File: config.mk
export PLATFORM = sky130hd
export DESIGN_NAME = local_bus_sideband
export DESIGN_NICKNAME = d
export VERILOG_FILES = /design/src/verilog/sideband_pkg.sv /design/src/verilog/local_bus_sideband.sv
export SDC_FILE = /design/constraint.sdc
export NUM_CORES = 1
export LEC_CHECK = 0
export BUFFER_PORTS_ARGS = -buffer_cell sky130_fd_sc_hd__buf_2
export CAP_MARGIN = 40
export CORE_AREA = 2 2 184 186
export CTS_CLUSTER_DIAMETER = 60
export DETAILED_ROUTE_END_ITERATION = 8
export DIE_AREA = 0 0 186 188
export PLACE_DENSITY = 0.6
export SYNTH_ARGS = -nofsm -noshare
export SYNTH_HDL_FRONTEND = slang
export SYNTH_SLANG_ARGS = --single-unit
File: constraint.sdc
create_clock -name clock -period 2.59 [get_ports clock]
set_input_delay 0.6475 -clock clock [delete_from_list [all_inputs] [get_ports clock]]
set_output_delay 0.6475 -clock clock [all_outputs]
set_load 0.01 [all_outputs]
File: src/verilog/sideband_pkg.sv
// Shared constants and types for the local bus sideband controller
package sideband_pkg;

   // ----------------------------------------------------------------
   // Register map
   // ----------------------------------------------------------------
   localparam logic [3:0] CFG0_OFS = 4'h0;
   localparam logic [3:0] CFG1_OFS = 4'h1;
   localparam logic [3:0] CTRL_OFS = 4'h2;
   localparam logic [3:0] STAT_OFS = 4'h3;
   localparam logic [3:0] VECT_OFS = 4'h4;

   // config_reg_0 fields
   localparam int CFG0_KEN_BIT = 0;  // cacheability_input_enable
   localparam int CFG0_INV_BIT = 1;  // invalidate_input_enable
   localparam int CFG0_HLD_BIT = 2;  // invalidate_on_hold_enable
   localparam int CFG0_A20_BIT = 3;  // a20_mask_enable
   // config_reg_1 fields
   localparam int CFG1_RPL_BIT = 0;  // replacement_outputs_enable
   localparam int CFG1_WAY_BIT = 1;  // two-way set associative
   // control register fields
   localparam int CTRL_IF_BIT = 0;   // interrupt_flag_bit
   localparam int CTRL_PG_BIT = 1;   // paging enabled

   localparam logic [7:0] CFG0_RST = 8'h00;
   localparam logic [7:0] CFG1_RST = 8'h00;
   localparam logic [7:0] CTRL_RST = 8'h00;

   // ----------------------------------------------------------------
   // Bus constants
   // ----------------------------------------------------------------
   localparam logic [23:1] COP_CTRL_PORT = 23'h40007c; // 80 00f8h
   localparam logic [23:1] COP_OPA_PORT = 23'h40007e;  // 80 00fch
   localparam logic [23:1] COP_OPB_PORT = 23'h40007f;  // 80 00feh
   localparam logic [23:1] ADDR_RST = 23'h7fffff;
   localparam logic [7:0] NMI_VECTOR = 8'h02;
   localparam logic [7:0] COP_EXC_VECTOR = 8'h10;

   // ----------------------------------------------------------------
   // Timing
   // ----------------------------------------------------------------
   localparam int CLK_NS = 20;
   localparam int DOUBLE_RATE_CLOCK_NS = CLK_NS / 2;
   localparam int NMI_LOW_DOUBLE_RATE_CLOCK = 8;
   localparam int NMI_LOW_NS = NMI_LOW_DOUBLE_RATE_CLOCK * DOUBLE_RATE_CLOCK_NS;
   localparam int NMI_LOW_CYC = (NMI_LOW_NS + CLK_NS - 1) / CLK_NS;

   // ----------------------------------------------------------------
   // Types
   // ----------------------------------------------------------------
   typedef enum logic [1:0] {
      SRC_CORE, SRC_INTA1, SRC_INTA2, SRC_FILL2
   } src_t;

   typedef enum logic [1:0] {
      COP_PLAIN, COP_WAITING, COP_INIT_CLEAR, COP_NOWAIT_STORE
   } cop_kind_t;

endpackage
File: src/verilog/local_bus_sideband.sv
// Bus cycle, interrupt, cache sideband and coprocessor handshake logic
//
// Added by the designer: the address map and the strobed register port.
`timescale 1ns/100ps
`default_nettype none

// Notes on behaviour
// - Non-pipelined strobe low only first clock
// - Pipelined strobe held until prior cycle ends
// - Ready on read captures data, ends cycle
// - Next-address request drives next cycle early
// - Maskable request level, gated by flag bit
// - Two locked acknowledges, second reads vector
// - Nonmaskable edge uses vector 2, no acknowledge
// - One nonmaskable edge stored until return
// - Halt in nonmaskable handler ignores nonmaskable
// - Nonmaskable needs eight double-rate periods low
// - Cacheable reads become fills, exceptions excluded
// - Code fill two cycles, data fill operand
// - Fill ignores byte enables, stores both bytes
// - Cacheability ignored until enable bit set
// - Invalidate input and hold invalidation gated
// - Replacement way shown, qualified during fills
// - Replacement outputs floated until enabled
// - Address bit 20 masked when enabled, unpaged
// - Coprocessor ports, operands paced by request
// - Waiting coprocessor ops stall while engaged
// - Coprocessor fault raises exception 16
module local_bus_sideband
(
   // Clock and reset
   input wire logic clock,
   input wire logic rst_n,
   // Register port
   input wire logic [3:0] reg_addr,
   input wire logic [7:0] reg_wdata,
   input wire logic reg_write,
   input wire logic reg_read,
   output logic [7:0] reg_rdata,
   // Core bus requests
   input wire logic req_valid,
   input wire logic [23:1] req_addr,
   input wire logic [1:0] req_be_n,
   input wire logic req_mio,
   input wire logic req_dc,
   input wire logic req_wr,
   input wire logic req_lock,
   input wire logic req_code,
   input wire logic req_noncache,
   input wire logic [15:0] req_wdata,
   output logic req_taken,
   output logic rsp_valid,
   output logic [15:0] rsp_data,
   output logic [1:0] rsp_be_n,
   output logic rsp_fill,
   // Cache control towards the core
   output logic cache_flush,
   output logic lookup_a20_mask,
   // Interrupt and execution control
   input wire logic maskable_irq,
   input wire logic nonmaskable_irq,
   input wire logic iret_done,
   input wire logic halt_enter,
   output logic int_take,
   output logic [7:0] int_vector,
   output logic resume,
   // Coprocessor
   input wire logic cop_op_valid,
   input wire sideband_pkg::cop_kind_t cop_op_kind,
   input wire logic cop_transfer_request,
   input wire logic cop_engaged_n,
   input wire logic cop_fault_n,
   output logic cop_go,
   output logic cop_exception,
   // Local bus pins
   output logic [23:1] bus_addr,
   output logic upper_byte_en_n,
   output logic lower_byte_en_n,
   output logic bus_mio,
   output logic bus_dc,
   output logic bus_wr,
   output logic bus_lock_n,
   output logic addr_strobe_n,
   input wire logic [15:0] data_in,
   output logic [15:0] data_out,
   output logic data_oe,
   input wire logic ready_n,
   input wire logic next_address_req_n,
   // Cache sideband pins
   input wire logic cacheability_n,
   input wire logic cache_invalidate_n,
   input wire logic hold_ack,
   output logic replacement_way,
   output logic replacement_way_oe,
   output logic replacement_way_valid_n,
   output logic replacement_way_valid_oe,
   input wire logic addr_bit20_mask_n
);
   import sideband_pkg::*;

   // ----------------------------------------------------------------
   // Declarations
   // ----------------------------------------------------------------
   logic [7:0] cfg0_r, cfg1_r, ctrl_r;
   logic cyc_r, t2_r, pipe_r;
   src_t cur_src_r, nxt_src_r, sel_src;
   logic cur_wr_r, nxt_wr_r, cur_cand_r, nxt_cand_r;
   logic cur_code_r, nxt_code_r;
   logic [23:1] cur_addr_r, nxt_addr_r, sel_addr;
   logic [15:0] cur_wdata_r, nxt_wdata_r;
   logic [1:0] sel_be_n;
   logic sel_valid, sel_mio, sel_dc, sel_wr, sel_lock, sel_code, sel_cand;
   logic core_ok, start_t1, start_pipe, term, fill_now, a20_on;
   logic inta_busy_r, inta_req_r, fill2_req_r;
   logic [23:1] fill2_addr_r;
   logic nmi_prev_r, nmi_busy_r, nmi_pend_r, nmi_edge, irq_go;
   logic [3:0] nmi_low_r;
   logic halted_r, halt_in_nmi_r, hold_prev_r;

   // Cacheable candidate: memory read, unlocked, not acknowledge
   function automatic logic fill_cand(input logic mio, input logic wr,
                                      input logic lock, input logic nc);
      fill_cand = mio && !wr && !lock && !nc;
   endfunction

   // ----------------------------------------------------------------
   // Register port
   // ----------------------------------------------------------------
   always_ff @(posedge clock or negedge rst_n) begin
      if (!rst_n) begin
         cfg0_r <= CFG0_RST;
         cfg1_r <= CFG1_RST;
      end else if (reg_write) begin
         if (reg_addr == CFG0_OFS) cfg0_r <= reg_wdata;
         if (reg_addr == CFG1_OFS) cfg1_r <= reg_wdata;
      end
   end

   // Flag bit also cleared by hardware on maskable entry
   always_ff @(posedge clock or negedge rst_n) begin
      if (!rst_n) begin
         ctrl_r <= CTRL_RST;
      end else if (irq_go) begin
         ctrl_r[CTRL_IF_BIT] <= 1'b0;
      end else if (reg_write && reg_addr == CTRL_OFS) begin
         ctrl_r <= reg_wdata;
      end
   end

   always_ff @(posedge clock or negedge rst_n) begin
      if (!rst_n) begin
         reg_rdata <= 8'h00;
      end else if (reg_read) begin
         unique case (reg_addr)
            CFG0_OFS: reg_rdata <= cfg0_r;
            CFG1_OFS: reg_rdata <= cfg1_r;
            CTRL_OFS: reg_rdata <= ctrl_r;
            STAT_OFS: reg_rdata <= {1'b0, !cop_engaged_n, halted_r,
                                    inta_busy_r, nmi_pend_r, nmi_busy_r,
                                    pipe_r, cyc_r};
            VECT_OFS: reg_rdata <= int_vector;
            default: reg_rdata <= 8'h00;
         endcase
      end else begin
         reg_rdata <= 8'h00;
      end
   end

   // ----------------------------------------------------------------
   // Next request selection
   // ----------------------------------------------------------------
   assign a20_on = cfg0_r[CFG0_A20_BIT] && !ctrl_r[CTRL_PG_BIT]
                   && !addr_bit20_mask_n;
   // Operand ports wait for the coprocessor; stale request guard
   assign core_ok = req_valid && !req_taken && !halted_r
      && !(!req_mio && (req_addr == COP_OPA_PORT
           || req_addr == COP_OPB_PORT) && !cop_transfer_request);

   always_comb begin
      sel_valid = 1'b1;
      sel_src = SRC_CORE;
      sel_addr = req_addr;
      sel_be_n = req_be_n;
      sel_mio = req_mio;
      sel_dc = req_dc;
      sel_wr = req_wr;
      sel_lock = req_lock;
      sel_code = req_code;
      sel_cand = fill_cand(req_mio, req_wr, req_lock, req_noncache);
      if (inta_req_r) begin
         sel_src = inta_busy_r && cur_src_r == SRC_INTA1 && !cyc_r
                   ? SRC_INTA2 : SRC_INTA1;
         sel_addr = '0;
         sel_be_n = 2'b10;
         sel_mio = 1'b0;
         sel_dc = 1'b0;
         sel_wr = 1'b0;
         sel_lock = 1'b1;
         sel_code = 1'b0;
         sel_cand = 1'b0;
      end else if (fill2_req_r) begin
         sel_src = SRC_FILL2;
         sel_addr = fill2_addr_r;
         sel_be_n = 2'b00;
         sel_mio = 1'b1;
         sel_dc = 1'b0;
         sel_wr = 1'b0;
         sel_lock = 1'b0;
         sel_code = 1'b1;
         sel_cand = 1'b1;
      end else begin
         sel_valid = core_ok;
      end
      if (a20_on) sel_addr[20] = 1'b0;
   end

   // ----------------------------------------------------------------
   // Bus cycle sequencing
   // ----------------------------------------------------------------
   assign term = cyc_r && t2_r && !ready_n;
   assign start_t1 = sel_valid && (!cyc_r || (term && !pipe_r));
   assign start_pipe = sel_valid && cyc_r && t2_r && !pipe_r && ready_n
                       && !next_address_req_n;

   always_ff @(posedge clock or negedge rst_n) begin
      if (!rst_n) begin
         cyc_r <= 1'b0;
         t2_r <= 1'b0;
         pipe_r <= 1'b0;
         addr_strobe_n <= 1'b1;
      end else if (start_t1) begin
         cyc_r <= 1'b1;
         t2_r <= 1'b0;
         addr_strobe_n <= 1'b0;
      end else if (start_pipe) begin
         pipe_r <= 1'b1;
         addr_strobe_n <= 1'b0;
      end else if (term) begin
         cyc_r <= pipe_r;
         pipe_r <= 1'b0;
         addr_strobe_n <= 1'b1;
      end else begin
         t2_r <= cyc_r;
         if (!pipe_r) addr_strobe_n <= 1'b1;
      end
   end

   // Pins show the newest issued cycle
   always_ff @(posedge clock or negedge rst_n) begin
      if (!rst_n) begin
         bus_addr <= ADDR_RST;
         upper_byte_en_n <= 1'b0;
         lower_byte_en_n <= 1'b0;
         bus_mio <= 1'b0;
         bus_dc <= 1'b1;
         bus_wr <= 1'b0;
         bus_lock_n <= 1'b1;
      end else if (start_t1 || start_pipe) begin
         bus_addr <= sel_addr;
         upper_byte_en_n <= sel_be_n[1];
         lower_byte_en_n <= sel_be_n[0];
         bus_mio <= sel_mio;
         bus_dc <= sel_dc;
         bus_wr <= sel_wr;
         bus_lock_n <= !sel_lock;
      end
   end

   // Attributes of the cycle in progress and of the pipelined one
   always_ff @(posedge clock or negedge rst_n) begin
      if (!rst_n) begin
         cur_src_r <= SRC_CORE;
         cur_wr_r <= 1'b0;
         cur_cand_r <= 1'b0;
         cur_code_r <= 1'b0;
         cur_addr_r <= '0;
         cur_wdata_r <= '0;
         nxt_src_r <= SRC_CORE;
         nxt_wr_r <= 1'b0;
         nxt_cand_r <= 1'b0;
         nxt_code_r <= 1'b0;
         nxt_addr_r <= '0;
         nxt_wdata_r <= '0;
      end else if (start_t1) begin
         cur_src_r <= sel_src;
         cur_wr_r <= sel_wr;
         cur_cand_r <= sel_cand;
         cur_code_r <= sel_code;
         cur_addr_r <= sel_addr;
         cur_wdata_r <= req_wdata;
      end else if (start_pipe) begin
         nxt_src_r <= sel_src;
         nxt_wr_r <= sel_wr;
         nxt_cand_r <= sel_cand;
         nxt_code_r <= sel_code;
         nxt_addr_r <= sel_addr;
         nxt_wdata_r <= req_wdata;
      end else if (term && pipe_r) begin
         cur_src_r <= nxt_src_r;
         cur_wr_r <= nxt_wr_r;
         cur_cand_r <= nxt_cand_r;
         cur_code_r <= nxt_code_r;
         cur_addr_r <= nxt_addr_r;
         cur_wdata_r <= nxt_wdata_r;
      end
   end

   // Write data follows the cycle in progress, not the pins
   always_ff @(posedge clock or negedge rst_n) begin
      if (!rst_n) begin
         data_out <= '0;
         data_oe <= 1'b0;
         req_taken <= 1'b0;
      end else begin
         data_out <= start_t1 ? req_wdata
                   : (term && pipe_r) ? nxt_wdata_r : cur_wdata_r;
         data_oe <= start_t1 ? sel_wr
                  : term ? (pipe_r && nxt_wr_r) : (cyc_r && cur_wr_r);
         req_taken <= (start_t1 || start_pipe) && sel_src == SRC_CORE;
      end
   end

   // ----------------------------------------------------------------
   // Termination: read capture and cache fills
   // ----------------------------------------------------------------
   assign fill_now = term && cur_cand_r && !cur_wr_r
                     && cfg0_r[CFG0_KEN_BIT] && !cacheability_n;

   always_ff @(posedge clock or negedge rst_n) begin
      if (!rst_n) begin
         rsp_valid <= 1'b0;
         rsp_data <= '0;
         rsp_be_n <= 2'b11;
         rsp_fill <= 1'b0;
      end else begin
         rsp_valid <= term && !cur_wr_r
                      && (cur_src_r == SRC_CORE || cur_src_r == SRC_FILL2);
         if (term && !cur_wr_r) begin
            rsp_data <= data_in;
            rsp_fill <= fill_now;
            rsp_be_n <= fill_now ? 2'b00
                      : {upper_byte_en_n, lower_byte_en_n};
         end
      end
   end

   // Code fills fetch the other word of the 4-byte line
   always_ff @(posedge clock or negedge rst_n) begin
      if (!rst_n) begin
         fill2_req_r <= 1'b0;
         fill2_addr_r <= '0;
      end else if (fill_now && cur_code_r && cur_src_r == SRC_CORE) begin
         fill2_req_r <= 1'b1;
         fill2_addr_r <= cur_addr_r ^ 23'h000001;
      end else if (sel_src == SRC_FILL2 && (start_t1 || start_pipe)) begin
         fill2_req_r <= 1'b0;
      end
   end

   // Way toggles per fill when two-way, stays 0 direct-mapped
   always_ff @(posedge clock or negedge rst_n) begin
      if (!rst_n) begin
         replacement_way <= 1'b0;
         replacement_way_valid_n <= 1'b1;
         replacement_way_oe <= 1'b0;
         replacement_way_valid_oe <= 1'b0;
      end else begin
         replacement_way_oe <= cfg1_r[CFG1_RPL_BIT];
         replacement_way_valid_oe <= cfg1_r[CFG1_RPL_BIT];
         replacement_way_valid_n <= !(cyc_r && !term && cur_cand_r
            && cfg0_r[CFG0_KEN_BIT] && !cacheability_n);
         if (!cfg1_r[CFG1_WAY_BIT]) replacement_way <= 1'b0;
         else if (fill_now) replacement_way <= !replacement_way;
      end
   end

   always_ff @(posedge clock or negedge rst_n) begin
      if (!rst_n) begin
         cache_flush <= 1'b0;
         hold_prev_r <= 1'b0;
         lookup_a20_mask <= 1'b0;
      end else begin
         hold_prev_r <= hold_ack;
         cache_flush <= (cfg0_r[CFG0_INV_BIT] && !cache_invalidate_n)
            || (cfg0_r[CFG0_HLD_BIT] && hold_ack && !hold_prev_r);
         lookup_a20_mask <= a20_on;
      end
   end

   // ----------------------------------------------------------------
   // Interrupts
   // ----------------------------------------------------------------
   assign irq_go = maskable_irq && ctrl_r[CTRL_IF_BIT] && !inta_busy_r
                   && !nmi_edge;
   // Edge counts only after the input stayed low long enough
   assign nmi_edge = nonmaskable_irq && !nmi_prev_r
                     && nmi_low_r >= 4'(NMI_LOW_CYC);

   always_ff @(posedge clock or negedge rst_n) begin
      if (!rst_n) begin
         nmi_prev_r <= 1'b0;
         nmi_low_r <= 4'h0;
      end else begin
         nmi_prev_r <= nonmaskable_irq;
         if (nonmaskable_irq) nmi_low_r <= 4'h0;
         else if (nmi_low_r < 4'(NMI_LOW_CYC)) nmi_low_r <= nmi_low_r + 4'h1;
      end
   end

   // Two locked acknowledge cycles, vector taken from the second
   always_ff @(posedge clock or negedge rst_n) begin
      if (!rst_n) begin
         inta_busy_r <= 1'b0;
         inta_req_r <= 1'b0;
      end else if (irq_go) begin
         inta_busy_r <= 1'b1;
         inta_req_r <= 1'b1;
      end else if (inta_req_r && (start_t1 || start_pipe)) begin
         inta_req_r <= 1'b0;
      end else if (term && cur_src_r == SRC_INTA1) begin
         inta_req_r <= 1'b1;
      end else if (term && cur_src_r == SRC_INTA2) begin
         inta_busy_r <= 1'b0;
      end
   end

   // The return that consumes a pending edge wins over setting a new one
   always_ff @(posedge clock or negedge rst_n) begin
      if (!rst_n) begin
         nmi_busy_r <= 1'b0;
         nmi_pend_r <= 1'b0;
      end else if (nmi_edge && !nmi_busy_r && !halt_in_nmi_r) begin
         nmi_busy_r <= 1'b1;
      end else if (iret_done && nmi_busy_r) begin
         nmi_busy_r <= nmi_pend_r || nmi_edge;
         nmi_pend_r <= 1'b0;
      end else if (nmi_edge) begin
         nmi_pend_r <= 1'b1;
      end
   end

   always_ff @(posedge clock or negedge rst_n) begin
      if (!rst_n) begin
         int_take <= 1'b0;
         int_vector <= 8'h00;
         cop_exception <= 1'b0;
      end else begin
         int_take <= 1'b0;
         cop_exception <= 1'b0;
         if (term && cur_src_r == SRC_INTA2) begin
            int_take <= 1'b1;
            int_vector <= data_in[7:0];
         end else if ((nmi_edge && !nmi_busy_r && !halt_in_nmi_r)
                      || (iret_done && nmi_busy_r
                          && (nmi_pend_r || nmi_edge))) begin
            int_take <= 1'b1;
            int_vector <= NMI_VECTOR;
         end else if (cop_op_valid && !cop_fault_n
                      && cop_op_kind != COP_INIT_CLEAR
                      && cop_op_kind != COP_NOWAIT_STORE
                      && !(cop_op_kind == COP_WAITING
                           && !cop_engaged_n)) begin
            cop_exception <= 1'b1;
            int_take <= 1'b1;
            int_vector <= COP_EXC_VECTOR;
         end
      end
   end

   // Halt leaves on an unmasked request; nonmaskable only outside
   always_ff @(posedge clock or negedge rst_n) begin
      if (!rst_n) begin
         halted_r <= 1'b0;
         halt_in_nmi_r <= 1'b0;
         resume <= 1'b0;
      end else if (halt_enter && !halted_r) begin
         halted_r <= 1'b1;
         halt_in_nmi_r <= nmi_busy_r;
         resume <= 1'b0;
      end else if (halted_r && (irq_go
                   || (nmi_edge && !halt_in_nmi_r))) begin
         halted_r <= 1'b0;
         halt_in_nmi_r <= 1'b0;
         resume <= 1'b1;
      end else begin
         resume <= 1'b0;
      end
   end

   // ----------------------------------------------------------------
   // Coprocessor issue
   // ----------------------------------------------------------------
   always_ff @(posedge clock or negedge rst_n) begin
      if (!rst_n) begin
         cop_go <= 1'b0;
      end else begin
         cop_go <= cop_op_valid && !(cop_op_kind == COP_WAITING
                   && !cop_engaged_n) && (cop_fault_n
                   || cop_op_kind == COP_INIT_CLEAR
                   || cop_op_kind == COP_NOWAIT_STORE);
      end
   end

endmodule // local_bus_sideband

`default_nettype wire

### Word-level counts from Yosys, hierarchy flattened

Index checks and enable logic that the tools add are counted.

| word-level totals | value |
|---|---|
| register bits after elaboration | 244 |
| bits of input ports | 96 |
| output and inout bits | 94 |
| logic and storage cells | 303 |

| operators by class | value |
|---|---|
| add/sub/neg operators | 1 |
| magnitude comparators | 2 |
| equality and inequality tests | 21 |
| mux-type cells | 90 |
| bitwise operators | 4 |
| reductions and logical operators | 129 |

Operators with widths:

| kind | count |
|---|---|
| 23-bit two-way mux | 5 |
| 1-bit two-way mux | 65 |
| 1-bit logical AND | 64 |
| 16-bit two-way mux | 4 |
| 23-bit equality test, second input constant | 2 |
| 8-bit case mux with 5 select lines | 1 |
| 8-bit two-way mux | 4 |
| 1-bit logical NOT | 30 |
| 2-bit nonzero test | 10 |
| 2-bit two-way mux | 9 |
| 2-bit AND reduction | 9 |
| 2-bit inequality test, second input constant | 6 |
| 2-bit equality test, second input constant | 5 |
| 1-bit logical OR | 10 |
| 4-bit by 2-bit equality test with 1-bit output, second input constant | 2 |
| 4-bit two-way mux | 2 |
| 3-bit nonzero test | 2 |
| 4-bit by 1-bit adder with 4-bit output, second input constant | 1 |
| 2-bit by 1-bit equality test with 1-bit output, second input constant | 2 |
| 4-bit by 1-bit equality test with 1-bit output, second input constant | 1 |
| 4-bit by 3-bit equality test with 1-bit output, second input constant | 1 |
| 4-bit by 3-bit >= comparator with 1-bit output, second input constant | 1 |
| 2-bit logical NOT | 2 |
| 4-bit logical NOT | 1 |
| other kinds (5) | 8 |

### Depth between registers and ports, before layout

Gate-level depths: netlist of run 1.

| logic depth | value |
|---|---|
| word-level depth | 17 |
| gate-level depth with buffers | 8 |
| gate-level depth less buffers | 7 |

### Worst setup path before layout of run 1

Ideal clock, no wire load.

| timing | value |
|---|---|
| path type | in2reg |
| start | input req_addr[11] (netlist bit) |
| end | register nxt_wdata_r[10] |
| setup time | 0.125 ns |
| arrival time | 2.045 ns |
| required time | 2.465 ns |
| setup slack | 0.420 ns |
| cell stages on the path | 7 |
| path buffers | 2 |
| cell sequence | nor4b_2 -> nand4_2 -> o21ai_2 -> or2_1 -> buf_6 -> buf_12 -> mux2_4 |

| on the way | value |
|---|---|
| cells in the longest elaborated chain, start to end | 14 |
| elaborated cells between the ends (all ways) | 17 |
| those cells by class | 2 x eq/ne; 2 x mux; 1 x bitwise; 12 x reduce/logical |

Ends and longest elaborated chain:

| item | line | text |
|---|---|---|
| start: declaration | local_bus_sideband.sv:42 | `input wire logic [23:1] req_addr,` |
| 23-bit equality test (on tied branches) | local_bus_sideband.sv:176, local_bus_sideband.sv:177 |  |
| 1-bit logical OR * | local_bus_sideband.sv:177 | `\|\| req_addr == COP_OPB_PORT) && !cop_transfer_request);` |
| 1-bit logical AND * | local_bus_sideband.sv:176 | `&& !(!req_mio && (req_addr == COP_OPA_PORT` |
| 1-bit logical AND * | local_bus_sideband.sv:177 |  |
| 1-bit logical NOT * | local_bus_sideband.sv:176 |  |
| 1-bit logical AND * | local_bus_sideband.sv:176 |  |
| 1-bit two-way mux * | local_bus_sideband.sv:201 | `end else if (fill2_req_r) begin` |
| 1-bit two-way mux * | local_bus_sideband.sv:190 | `if (inta_req_r) begin` |
| 1-bit logical AND (4 in a row) | local_bus_sideband.sv:222 | `assign start_pipe = sel_valid && cyc_r && t2_r && !pipe_r && ready_n` |
| 1-bit logical AND | local_bus_sideband.sv:223 | `&& !next_address_req_n;` |
| 2-bit AND reduction (no source line) * | -- |  |
| end signal: assignment | local_bus_sideband.sv:297 | `nxt_wdata_r <= req_wdata;` |
| end: declaration | local_bus_sideband.sv:110 | `logic [15:0] cur_wdata_r, nxt_wdata_r;` |

Every way passes the cells marked *; elsewhere a longest branch is shown, timed or not.
A chain may end at the register's enable or synchronous reset.

### Worst setup path after layout of run 1

| timing | value |
|---|---|
| start | register inta_req_r |
| end | register cur_wr_r |

| on the way | value |
|---|---|
| cells in the longest elaborated chain, start to end | 8 |
| elaborated cells between the ends (all ways) | 12 |
| those cells by class | 1 x eq/ne; 3 x mux; 8 x reduce/logical |

Ends and longest elaborated chain:

| item | line | text |
|---|---|---|
| start: declaration | local_bus_sideband.sv:114 | `logic inta_busy_r, inta_req_r, fill2_req_r;` |
| start signal: assignment | local_bus_sideband.sv:414 | `inta_req_r <= 1'b0;` |
| start signal: assignment | local_bus_sideband.sv:417 | `inta_req_r <= 1'b1;` |
| start signal: assignment | local_bus_sideband.sv:419 | `inta_req_r <= 1'b0;` |
| 1-bit two-way mux | local_bus_sideband.sv:190 |  |
| 1-bit logical AND (4 in a row) | local_bus_sideband.sv:222 |  |
| 1-bit logical AND | local_bus_sideband.sv:223 |  |
| 2-bit inequality test (no source line) | -- |  |
| 2-bit AND reduction (no source line) | -- |  |
| end signal: assignment | local_bus_sideband.sv:286 | `cur_wr_r <= sel_wr;` |
| end signal: assignment | local_bus_sideband.sv:300 | `cur_wr_r <= nxt_wr_r;` |
| end: declaration | local_bus_sideband.sv:107 | `logic cur_wr_r, nxt_wr_r, cur_cand_r, nxt_cand_r;` |

Several ways; a longest one is shown, not always the timed one.

==> impl_summary.log, run 1 <==
INFO  metric ctsHoldBuffers = 0
INFO  metric layout.cells.most_common = sky130_fd_sc_hd__dfrtp_1
INFO  metric maxSlewHeadroom = a little under three fifths
INFO  metric aggregate_routed_wire_length = 27200 um
INFO  metric clock_period_minus_final_worst_setup_slack = 2.17 ns
INFO  metric regArea = 6140 um^2
INFO  metric yosys.cell_types.count = 59
INFO  metric post_synth_edffs = 0
INFO  metric fin_total_pwr = between 15 and 20 mW
INFO  metric layout.cells.non_filler = between 1.5k and 2k
INFO  metric multi_input_area = 3910 um^2
INFO  metric die_footprint = 35000 um^2
INFO  metric gpl.final_weighted_congestion = 0.790
INFO  metric overflow = 0
INFO  metric drt_first_pass_iters = 5
INFO  metric clock_insertion_delay_worst_skew = between 0.5 and 0.6 ns
INFO  metric postRouteAntennaNets = 0
INFO  metric groute.usage.overall = 15.5%
INFO  metric cts_made_buffers = 30
INFO  metric synth.avg_cell_area = 11.6 um^2
INFO  metric ios = 190
INFO  metric std_cell_rows = 67
INFO  metric setup_tns = 0 ns
INFO  metric drc_errors = 0
INFO  metric netlist_instances = 906
INFO  metric numPortBuffers = 189
INFO  metric timing.clock.skew = 0.0105 ns
INFO  metric ys_seq_area_share = just under 60%
INFO  metric grt_first_pass_wirelength = 42600 um
INFO  metric fraction_of_power_consumed_by_the_clock_network = 27.5%
INFO  metric setup.worst_path.start_class = register
INFO  metric critical_path_peak_fanout = 51
INFO  metric result_of_the_run = complete, no violations
INFO  metric layout-drive-gt1-share = between 30% and 40%
INFO  metric fill_cells = 3204
INFO  metric synth.cell_area = 10500 um^2
INFO  metric synth_to_layout_area_growth = 25.4%
INFO  metric tritoncts = done
INFO  metric synth-warning-count = 0
INFO  metric dr.first_iter.drc_count = about 470
INFO  metric worstPathRequired = 3.01 ns
INFO  metric floorplan.core_area = roughly 33000 um^2
INFO  metric power.density = 1150 nW/um^2
INFO  metric viasPerCell = 4.80
INFO  metric routed_wire_length_per_instance = 17.0 um
INFO  metric postSynthRegisterBits = 244
INFO  metric netlist.top_cell.by_area = sky130_fd_sc_hd__dfrtp_1
INFO  metric initial_utilization = 31.6%
INFO  metric yosys-top-cells-area = sky130_fd_sc_hd__dfrtp_1 (51%), sky130_fd_sc_hd__dfstp_2 (7.3%), sky130_fd_sc_hd__nand2_1 (5.4%), sky130_fd_sc_hd__mux2_2 (5.3%), sky130_fd_sc_hd__mux2_4 (5.0%)
INFO  metric cts_post_setup_buffers_inserted = 0
INFO  metric critical_path_arrival = 2.59 ns
INFO  metric clock-sinks = 244
INFO  metric grt_pass1_vias = 7607
INFO  metric power.net_switching = 5.03 mW
INFO  metric final.setup.worst_slack = 0.419 ns
INFO  metric finalHoldViolCount = 0
INFO  metric gate_power_share = 30.9%
INFO  metric asyncSetResetFlopFracSynth = 100%
INFO  metric worst-setup-path-type = reg2reg
INFO  metric place_inst = roughly 1.5k
INFO  metric sequentialPowerShare = 41.7%
INFO  metric timing_worst_slew_pin_value = 0.644 ns
INFO  metric dominantRegCellSynth = sky130_fd_sc_hd__dfrtp_1
INFO  metric post_cts_resize_count = 0
INFO  metric irDropWorstVdd = about 560 uV
INFO  metric cp-end-kind = register
INFO  metric routed-via-count = 7657
INFO  metric clock.fmax = around 460 MHz
INFO  metric setup_repair_after_global_routing_missed_its_margin = no
INFO  metric power.leakage = 6.40 nW
INFO  metric path_clk_slew = about 0.06 ns
INFO  metric timing.hold.worst.class = in2async
INFO  metric post-route-period-util = 83.8%
INFO  metric grt_max_degree = 68
INFO  metric die_width = 186 um
INFO  metric synth.net_count = ~1.0k
INFO  metric final_net_count = between 1k and 1.5k
INFO  metric finalSetupViolations = 0
INFO  metric max-clock-path-buffers = 3
INFO  metric layout_common_cells = sky130_fd_sc_hd__dfrtp_1 (215), sky130_fd_sc_hd__buf_2 (188), sky130_fd_sc_hd__nand2_1 (150), sky130_fd_sc_hd__o21ai_0 (79), sky130_fd_sc_hd__nor2_1 (75)
INFO  metric cts-root-buf = sky130_fd_sc_hd__clkbuf_16
INFO  metric max_cap_viol_count = 0
INFO  metric dp_slack = 0.0592 ns
INFO  metric maxSlewViolCount = 0
INFO  metric power_report.internal_total = 10.0 mW
INFO  metric ctsHtreeMaxLevel = 1
INFO  metric synth_largest_type_area_fraction = 51.4%
INFO  metric sw_frac_of_total = roughly 33%
INFO  metric dpl.hpwl = 19200 um
INFO  metric antenna_violations_before_repair = 1
INFO  metric die-height = roughly 190 um
-- final cells by class --
type | count | share of cell area (%)
clock buffer | 45 | 6.84
sequential | 244 | 46.8
tap | 448 | 4.27
inverter | 35 | 1.00
clock inverter | 11 | 0.705
timing repair buffer | 230 | 10.6
multi-input combinational | 579 | 29.8
antenna | 2 | 0.0381
-- synth_stat cells (17+ instances only) --
master                     instances
sky130_fd_sc_hd__mux2_4           35
sky130_fd_sc_hd__a21oi_1          17
sky130_fd_sc_hd__clkbuf_1         17
sky130_fd_sc_hd__nand2_1         150
sky130_fd_sc_hd__a31oi_1          33
sky130_fd_sc_hd__o21ai_0          79
sky130_fd_sc_hd__dfrtp_1         215
sky130_fd_sc_hd__dfstp_2          29
sky130_fd_sc_hd__inv_1            35
sky130_fd_sc_hd__nor2_1           76
sky130_fd_sc_hd__mux2_2           49
-- state kept, by name, summed over array words and instances, names as in the netlist, 4 cells and up --
register      cells
cfg0_r            8
fill2_addr_r     23
cfg1_r            8
reg_rdata         8
cur_addr_r       23
cur_wdata_r      16
nmi_low_r         4
bus_addr         23
rsp_data         16
nxt_addr_r       23
int_vector        8
nxt_wdata_r      16
data_out         16
ctrl_r            8
-- cell families after synthesis --
| logic type | synth area share, % |
|---|---|
| adder cells (fa/ha/maj) | 0.478 |
| multiplexers | 12.8 |
| AO/OA/AOI/OAI | 12.2 |
| AND/OR/NAND/NOR | 11.6 |
| XOR/XNOR | 0.167 |
| flip-flops | 58.7 |
| buffers and inverters | 4.15 |
-- worst paths after layout --
path / start / slack [ns] / cells after the start / end
worst max-delay path: inta_req_r$_DFFE_PN0P_ / 0.42 / 8 / cur_wr_r$_DFFE_PN0P_
worst min-delay path: rst_n / 0.01 / 1 / cur_wdata_r[3]$_DFFE_PN0N_
worst max register to register: inta_req_r$_DFFE_PN0P_ / 0.42 / 8 / cur_wr_r$_DFFE_PN0P_
worst min register to register: cfg1_r[0]$_DFFE_PN0P_ / 0.41 / 0 / replacement_way_valid_oe$_DFF_PN0_
max in group asynchronous: rst_n / 1.80 / 2 / bus_addr[15]$_DFFE_PN1P_
min in group clock: hold_ack / 0.22 / 1 / hold_prev_r$_DFF_PN0_
-- routing by layer --
layer	wire [um]	global-route usage, %
met5	0	0
met4	605	3.97
met3	1650	2.84
met2	12300	25.0
met1	12600	21.6
-- critical path, cell delays in order (launching register included) --
cell and delay [ns]:
sky130_fd_sc_hd__dfrtp_1 0.44, sky130_fd_sc_hd__buf_4 0.22, sky130_fd_sc_hd__or2_1 0.27, sky130_fd_sc_hd__o22ai_2 0.17, sky130_fd_sc_hd__buf_4 0.21, sky130_fd_sc_hd__o21bai_4 0.15, sky130_fd_sc_hd__buf_12 0.24, sky130_fd_sc_hd__nor2_1 0.07
sky130_fd_sc_hd__a221o_1 0.27
-- power groups by stage --
| stage | clock network [mW] | registers, mW | logic, mW |
|---|---|---|---|
| after CTS | 4.23 | 6.29 | 4.71 |
| after floorplan | 0 | 6.34 | 2.74 |
| final | 4.13 | 6.27 | 4.65 |
| after detailed placement | 0 | 6.32 | 4.70 |
| after global routing | 4.39 | 6.46 | 5.18 |
| after global placement | 0 | 6.30 | 4.57 |
-- through the flow --
step | cell area, um^2 | util, % | hold slack [ns]
final | 13100 | 39.7 | 0.0148
after CTS | 13100 | 39.7 | 0.0246
after global placement | 12100 | 36.6 | 0.382
after global routing | 13100 | 39.7 | 0.0324
after detailed placement | 12100 | 36.7 | 0.389
after floorplan | 10500 | - | 0.352
(Power assumes the default switching activity.)
==> run 2, diff against run 1 <==
--- a/config.mk
+++ b/config.mk
@@ -11,7 +11,7 @@
 export CTS_CLUSTER_DIAMETER = 60
 export DETAILED_ROUTE_END_ITERATION = 8
 export DIE_AREA = 0 0 186 188
-export PLACE_DENSITY = 0.6
+export PLACE_DENSITY = 0.62
 export SYNTH_ARGS = -nofsm -noshare
 export SYNTH_HDL_FRONTEND = slang
 export SYNTH_SLANG_ARGS = --single-unit
==> constraint.sdc (replaced) <==
create_clock -name clock -period 1.9 [get_ports clock]
set_input_delay 0.475 -clock clock [delete_from_list [all_inputs] [get_ports clock]]
set_output_delay 0.475 -clock clock [all_outputs]
set_load 0.01 [all_outputs]
==> run 2 against run 1 <==
The run now ends with negative setup slack left. First-iteration DRC count increased by 1.7%. Clock power rose by 47%. Critical path depth fell by 1. Sequential cell count did not move. Maximum frequency rose by 13%. Highest routed layer is now met5.
==> impl_summary.log, run 2 (same netlist as run 1, synthesis figures left out) <==
INFO  metric layout.cells.non_filler = 1649
INFO  metric max-clock-path-buffers = 3
INFO  metric ios = 190
INFO  metric crit-reg2reg-capture = bus_addr[23]$_DFFE_PN1P_
INFO  metric final_net_count = 1276
INFO  metric routed_wire_length_per_instance = approximately 17 um
INFO  metric clock.fmax = 522 MHz
INFO  metric final.setup.worst_slack = -0.0147 ns
INFO  metric layout_common_cells = sky130_fd_sc_hd__dfrtp_1 (214), sky130_fd_sc_hd__buf_2 (188), sky130_fd_sc_hd__nand2_1 (150), sky130_fd_sc_hd__nor2_1 (75), sky130_fd_sc_hd__buf_4 (72)
INFO  metric clock-sinks = 244
INFO  metric drc_errors = 0
INFO  metric timing_worst_slew_pin_value = 0.556 ns
INFO  metric setup.worst_path.start_class = register
INFO  metric die-height = 188 um
INFO  metric regToRegSetupSlack = -0.01 ns
INFO  metric critical_path_arrival = 2.39 ns
INFO  metric critical-path-top-cell-by-count = sky130_fd_sc_hd__buf_6
INFO  metric cts_made_buffers = 30
INFO  metric fill_cells = 3155
INFO  metric dr.first_iter.drc_count = roughly 480
INFO  metric grt_max_degree = 52
INFO  metric hold_path_end = hold_prev_r$_DFF_PN0_
INFO  metric gpl.final_weighted_congestion = 0.801
INFO  metric setup_repair_after_global_routing_missed_its_margin = yes
INFO  metric irDropWorstVdd = 826 uV
INFO  metric postRouteAntennaNets = 0
INFO  metric tritoncts = done
INFO  metric worstPathCellList = nor2_2 > buf_6 > nand4_4 > buf_6 > o221ai_4 > buf_12 > mux2_2
INFO  metric fin_total_pwr = 21.8 mW
INFO  metric max_cap_viol_count = 0
INFO  metric sw_frac_of_total = 32.9%
INFO  metric finalSetupViolations = 16
INFO  metric path_clk_slew = approximately 0.060 ns
INFO  metric synth_to_layout_area_growth = 32.7%
INFO  metric maxSlewHeadroom = 62.7%
INFO  metric min_path_cells = 1
INFO  metric result_of_the_run = finished, violations left
INFO  metric viasPerCell = ~4.8
INFO  metric clock_insertion_delay_worst_skew = 0.55 ns
INFO  metric worst-setup-path-type = reg2reg
INFO  metric worst_path_largest_cell_delay = about 0.40 ns
INFO  metric violations = negative setup slack
INFO  metric die_footprint = between 30000 and 40000 um^2
INFO  metric timing.clock.skew = 0.0209 ns
INFO  metric fraction_of_power_consumed_by_the_clock_network = 28.0%
INFO  metric fin_hold_ws = 0.0440 ns
INFO  metric power.net_switching = roughly 7.2 mW
INFO  metric drt_first_pass_iters = 6
INFO  metric multi_input_area = 4030 um^2
INFO  metric power.leakage = 6.80 nW
INFO  metric layout.cells.most_common = sky130_fd_sc_hd__dfrtp_1
INFO  metric power_report.internal_total = 14.6 mW
INFO  metric cts-root-buf = sky130_fd_sc_hd__clkbuf_16
INFO  metric place_inst = 1587
INFO  metric worstReg2RegStart = inta_req_r$_DFFE_PN0P_
INFO  metric gate_power_share = approximately a third
INFO  metric finalCoreUtilization = a little over two fifths
INFO  metric initial_utilization = a little under a third
INFO  metric grt_first_pass_wirelength = 44000 um
INFO  metric worstPathRequired = 2.38 ns
INFO  metric power.density = 1570 nW/um^2
INFO  metric critical-path-slowest-cell = sky130_fd_sc_hd__dfrtp_1
INFO  metric clock_period_minus_final_worst_setup_slack = 1.91 ns
INFO  metric overflow = 0
INFO  metric std_cell_rows = 67
INFO  metric regArea = 6140 um^2
INFO  metric dpl.hpwl = 19700 um
INFO  metric sequentialPowerShare = about two fifths
INFO  metric aggregate_routed_wire_length = 28000 um
INFO  metric critical_path_peak_fanout = 7
INFO  metric cp-end-kind = register
INFO  metric groute.usage.overall = between 10% and 20%
INFO  metric layout-drive-gt1-share = around 42%
INFO  metric antenna_violations_before_repair = 3
INFO  metric hold_start = hold_ack
INFO  metric dp_slack = -0.408 ns
INFO  metric die_width = around 190 um
INFO  metric timing.hold.worst.class = in2reg
INFO  metric finalHoldViolCount = 0
INFO  metric post-route-period-util = 101%
INFO  metric floorplan.core_area = 33100 um^2
INFO  metric worstRegToRegCells = 7
INFO  metric ctsHtreeMaxLevel = 1
INFO  metric maxSlewViolCount = 0
INFO  metric numPortBuffers = 189
INFO  metric grt_pass1_vias = between 8k and 9k
INFO  metric routed-via-count = 7865
-- run 2: cell types whose count changed in the layout (fill, tap and decap cells not counted), moves of 4 or more --
cell	before	now
sky130_fd_sc_hd__buf_12	10	14
sky130_fd_sc_hd__mux2_4	35	41
sky130_fd_sc_hd__buf_6	0	5
sky130_fd_sc_hd__a221oi_2	12	16
sky130_fd_sc_hd__o21ai_0	79	66
sky130_fd_sc_hd__buf_4	30	72
sky130_fd_sc_hd__clkbuf_1	7	2
sky130_fd_sc_hd__o21ai_1	1	13
sky130_fd_sc_hd__a221oi_1	7	2
-- run 2: routing by layer --
metal  global-route usage (%)  up-vias  routed length, um
met5                        0        -                 33
met4                     4.45        4                571
met3                     3.24       48               1790
met2                     25.6      233              12900
met1                     22.0     3852              12700
li1                         -     3728                  -
-- run 2: timing repair --
item,CTS,global route
hold endpoints to repair,32,0
gates cloned,0,2
hold buffers,1,0
resized for setup,13,37
endpoints found under the setup margin,79,89
pin swaps,1,5
setup buffers,1,1
-- run 2: critical path: cells and delay by family (launching register included) --
kind                   cells  cell delay [ns]
AOI/OAI and AO/OA          1             0.27
buffers and inverters      3             0.53
and+or+nand+nor            2             0.30
DFF                        1             0.40
muxes                      1             0.34
-- run 2: power by group through the flow --
stage	Combinational [mW]	Sequential, mW	Clock (mW)
finish	7.18	8.48	6.09
CTS	6.88	8.50	6.26
detailed placement	6.77	8.55	0
floorplan	3.74	8.65	0
global placement	6.60	8.52	0
global route	7.96	8.73	6.49
-- run 2: worst max path at each step --
stage / from / to
2_1_floorplan: req_addr[11] / nxt_wdata_r[10]$_DFFE_PN0P_
3_3_place_gp: req_addr[8] / bus_addr[15]$_DFFE_PN1P_
3_5_place_dp: req_addr[8] / bus_addr[16]$_DFFE_PN1P_
4_1_cts: inta_req_r$_DFFE_PN0P_ / nxt_wdata_r[4]$_DFFE_PN0P_
5_1_grt: inta_req_r$_DFFE_PN0P_ / bus_addr[6]$_DFFE_PN1P_
6_report: inta_req_r$_DFFE_PN0P_ / bus_addr[23]$_DFFE_PN1P_
-- run 2: stage by stage --
stage / cell area (um^2) / setup TNS [ns]
floorplan: 10500 / -0.936
global placement: 12600 / -29.42
detailed placement: 12600 / -35.99
CTS: 13700 / -0.00179
global route: 13900 / -1.34
finish: 13900 / -0.0897
-- run 2: final cells by class --
class | instances | area share (%)
Antenna cell | 1 | 0.0180
Tap cell | 448 | 4.03
Clock inverter | 18 | 1.68
Clock buffer | 38 | 6.13
Inverter | 35 | 0.946
Timing Repair Buffer | 286 | 13.9
Multi-Input combinational cell | 579 | 29.0
Sequential cell | 244 | 44.2
==> run 3, diff against run 2 <==
--- a/config.mk
+++ b/config.mk
@@ -12,6 +12,7 @@
 export DETAILED_ROUTE_END_ITERATION = 8
 export DIE_AREA = 0 0 186 188
 export PLACE_DENSITY = 0.62
+export SETUP_SLACK_MARGIN = 0.2
 export SYNTH_ARGS = -nofsm -noshare
 export SYNTH_HDL_FRONTEND = slang
 export SYNTH_SLANG_ARGS = --single-unit
==> run 3 against run 2 <==
The flow now finishes without violations. Setup slack improved by 0.090 ns. Die area unchanged. Maximum frequency rose by 4.9%. Wire length increased by 6.6%. Non-clock buffer count is 10 higher. Final cell count up 0.30%. Global-route usage is 0.76 points higher. Worst hold slack gained 0.026 ns. Utilization grew 1.6 points. Sequential power increased by 1%. Critical path depth is 1 lower. Count of clock-buffer cells in the layout shrank 2.
==> impl_summary.log, run 3 (same netlist as run 1, synthesis figures left out) <==
INFO  metric fill_cells = slightly above 3k
INFO  metric die_footprint = 35000 um^2
INFO  metric grt_max_degree = 56
INFO  metric power.density = 1570 nW/um^2
INFO  metric drt_first_pass_iters = 5
INFO  metric aggregate_routed_wire_length = 29900 um
INFO  metric initial_utilization = 31.6%
INFO  metric clock.fmax = 548 MHz
INFO  metric overflow = 0
INFO  metric final_net_count = 1285
INFO  metric path_clk_slew = roughly 0.060 ns
INFO  metric layout_common_cells = sky130_fd_sc_hd__dfrtp_1 (213), sky130_fd_sc_hd__buf_2 (162), sky130_fd_sc_hd__nand2_1 (144), sky130_fd_sc_hd__buf_4 (75), sky130_fd_sc_hd__nor2_1 (58)
INFO  metric setup.worst_path.start_class = register
INFO  metric ios = 190
INFO  metric floorplan.core_area = 33100 um^2
INFO  metric sequentialPowerShare = 37.9%
INFO  metric numPortBuffers = approximately 190
INFO  metric viasPerCell = 4.84
INFO  metric timing.clock.skew = 0.0174 ns
INFO  metric setup_repair_after_global_routing_missed_its_margin = yes
INFO  metric maxSlewViolCount = 0
INFO  metric max-clock-path-buffers = 3
INFO  metric finalSetupViolations = 0
INFO  metric layout.cells.most_common = sky130_fd_sc_hd__dfrtp_1
INFO  metric crit_start = fill2_req_r$_DFFE_PN0P_
INFO  metric clock-sinks = between 200 and 250
INFO  metric dr.first_iter.drc_count = 445
INFO  metric power.net_switching = 7.65 mW
INFO  metric hold_start = hold_ack
INFO  metric die-height = 188 um
INFO  metric clock_insertion_delay_worst_skew = 0.54 ns
INFO  metric fraction_of_power_consumed_by_the_clock_network = 24.3%
INFO  metric post-route-period-util = a little under 100%
INFO  metric synth_to_layout_area_growth = 37.9%
INFO  metric clock_period_minus_final_worst_setup_slack = 1.83 ns
INFO  metric cp-end-kind = register
INFO  metric grt_first_pass_wirelength = 45800 um
INFO  metric irDropWorstVdd = 901 uV
INFO  metric layout-drive-gt1-share = 45.6%
INFO  metric groute.usage.overall = ~17%
INFO  metric std_cell_rows = 67
INFO  metric power_report.internal_total = roughly 15 mW
INFO  metric antenna-diode-count = 0
INFO  metric critical_path_peak_fanout = 5
INFO  metric postRouteAntennaNets = 0
INFO  metric gpl.final_weighted_congestion = 0.768
INFO  metric worst-setup-path-type = reg2reg
INFO  metric ctsHtreeMaxLevel = 1
INFO  metric critical_path_arrival = between 2 and 2.5 ns
INFO  metric routed-via-count = ~8.0k
INFO  metric cts-root-buf = sky130_fd_sc_hd__clkbuf_16
INFO  metric worstReg2RegStart = fill2_req_r$_DFFE_PN0P_
INFO  metric max_cap_viol_count = 0
INFO  metric die_width = 186 um
INFO  metric power.leakage = 6.95 nW
INFO  metric fin_total_pwr = 22.7 mW
INFO  metric result_of_the_run = complete, no violations
INFO  metric grt_pass1_vias = 8178
INFO  metric cts_made_buffers = 29
INFO  metric sw_frac_of_total = 33.7%
INFO  metric maxSlewHeadroom = 60.2%
INFO  metric gate_power_share = 37.8%
INFO  metric tritoncts = done
INFO  metric finalHoldViolCount = 0
INFO  metric drc_errors = 0
INFO  metric timing_worst_slew_pin_value = 0.593 ns
INFO  metric routed_wire_length_per_instance = 18.1 um
INFO  metric dpl.hpwl = 20600 um
INFO  metric timing.hold.worst.class = in2reg
INFO  metric fin_hold_ws = approximately 0.07 ns
INFO  metric antenna_violations_before_repair = 2
INFO  metric finalCoreUtilization = 43.6%
INFO  metric worstPathRequired = 2.38 ns
[run 3: cell types whose count changed in the layout (fill, tap and decap cells not counted), sizes merged]
| cell | change |
|---|---|
| buf | +5 |
| bufbuf | +1 |
| bufinv | -2 |
| clkbuf | +2 |
| clkinvlp | +1 |
| diode | -1 |
| inv | -1 |
[run 3: per-layer routing]
| layer | wire length, um | global-route usage (%) |
|---|---|---|
| met1 | 13200 | 23.0 |
| met2 | 14300 | 26.9 |
| met3 | 1630 | 2.72 |
| met4 | 743 | 5.48 |
| met5 | 23 | 0 |
[run 3: through the flow]
step / area (um^2) / instances / TNS (ns) / worst slack, ns
2_1_floorplan: 10700 / 906 / -0.853 / -0.0462
5_1_grt: 14400 / 1654 / 0 / 0.0290
3_3_place_gp: 12700 / 1580 / -19.54 / -0.243
3_5_place_dp: 12700 / 1580 / -22.91 / -0.268
4_1_cts: 14000 / 1642 / 0 / 0.110
6_report: 14400 / 1654 / 0 / 0.0750
[run 3: cell type report]
class	count	area [um^2]	area share (%)
Sequential cell	244	6140	42.6
Multi-Input combinational cell	579	4310	29.8
Timing Repair Buffer	296	2340	16.2
Clock buffer	36	792	5.49
Tap cell	448	561	3.88
Clock inverter	16	165	1.14
Inverter	35	131	0.910
[run 3: worst max-delay path: stages (launching register included)]
cell,delay [ns]
sky130_fd_sc_hd__dfrtp_2,0.44
sky130_fd_sc_hd__nor2_4,0.18
sky130_fd_sc_hd__nand4_4,0.12
sky130_fd_sc_hd__buf_6,0.16
sky130_fd_sc_hd__o221ai_4,0.32
sky130_fd_sc_hd__clkbuf_16,0.23
sky130_fd_sc_hd__mux2_4,0.29
[run 3: worst paths after layout]
kind                       cells past startpoint  slack (ns)                                 end
hold reg to reg                                0        0.42  replacement_way_valid_oe$_DFF_PN0_
setup reg to reg                               6        0.07             bus_addr[4]$_DFFE_PN1P_
setup / recovery                               6        0.07             bus_addr[4]$_DFFE_PN1P_
max in group asynchronous                      3        0.82            bus_addr[17]$_DFFE_PN1P_
hold / removal                                 1        0.07               hold_prev_r$_DFF_PN0_
min in group asynchronous                      2        0.42        fill2_addr_r[11]$_DFFE_PN0P_
[run 3: power by group through the flow]
stage	clock network, mW	registers, mW	logic [mW]
finish	5.50	8.60	8.57
global route	5.84	8.82	9.33
CTS	5.64	8.57	7.80
detailed placement	0	8.57	6.99
global placement	0	8.54	6.82
floorplan	0	8.66	4.03
[run 3: repair_timing]
item / 4_1_cts / 5_1_grt
buffers inserted: 5 / 6
hold buffers: 1 / 0
gates resized for setup: 44 / 83
gates cloned: 4 / 6
setup endpoints to repair: 159 / 167
hold endpoints to repair: 20 / 0
pin swaps: 5 / 10
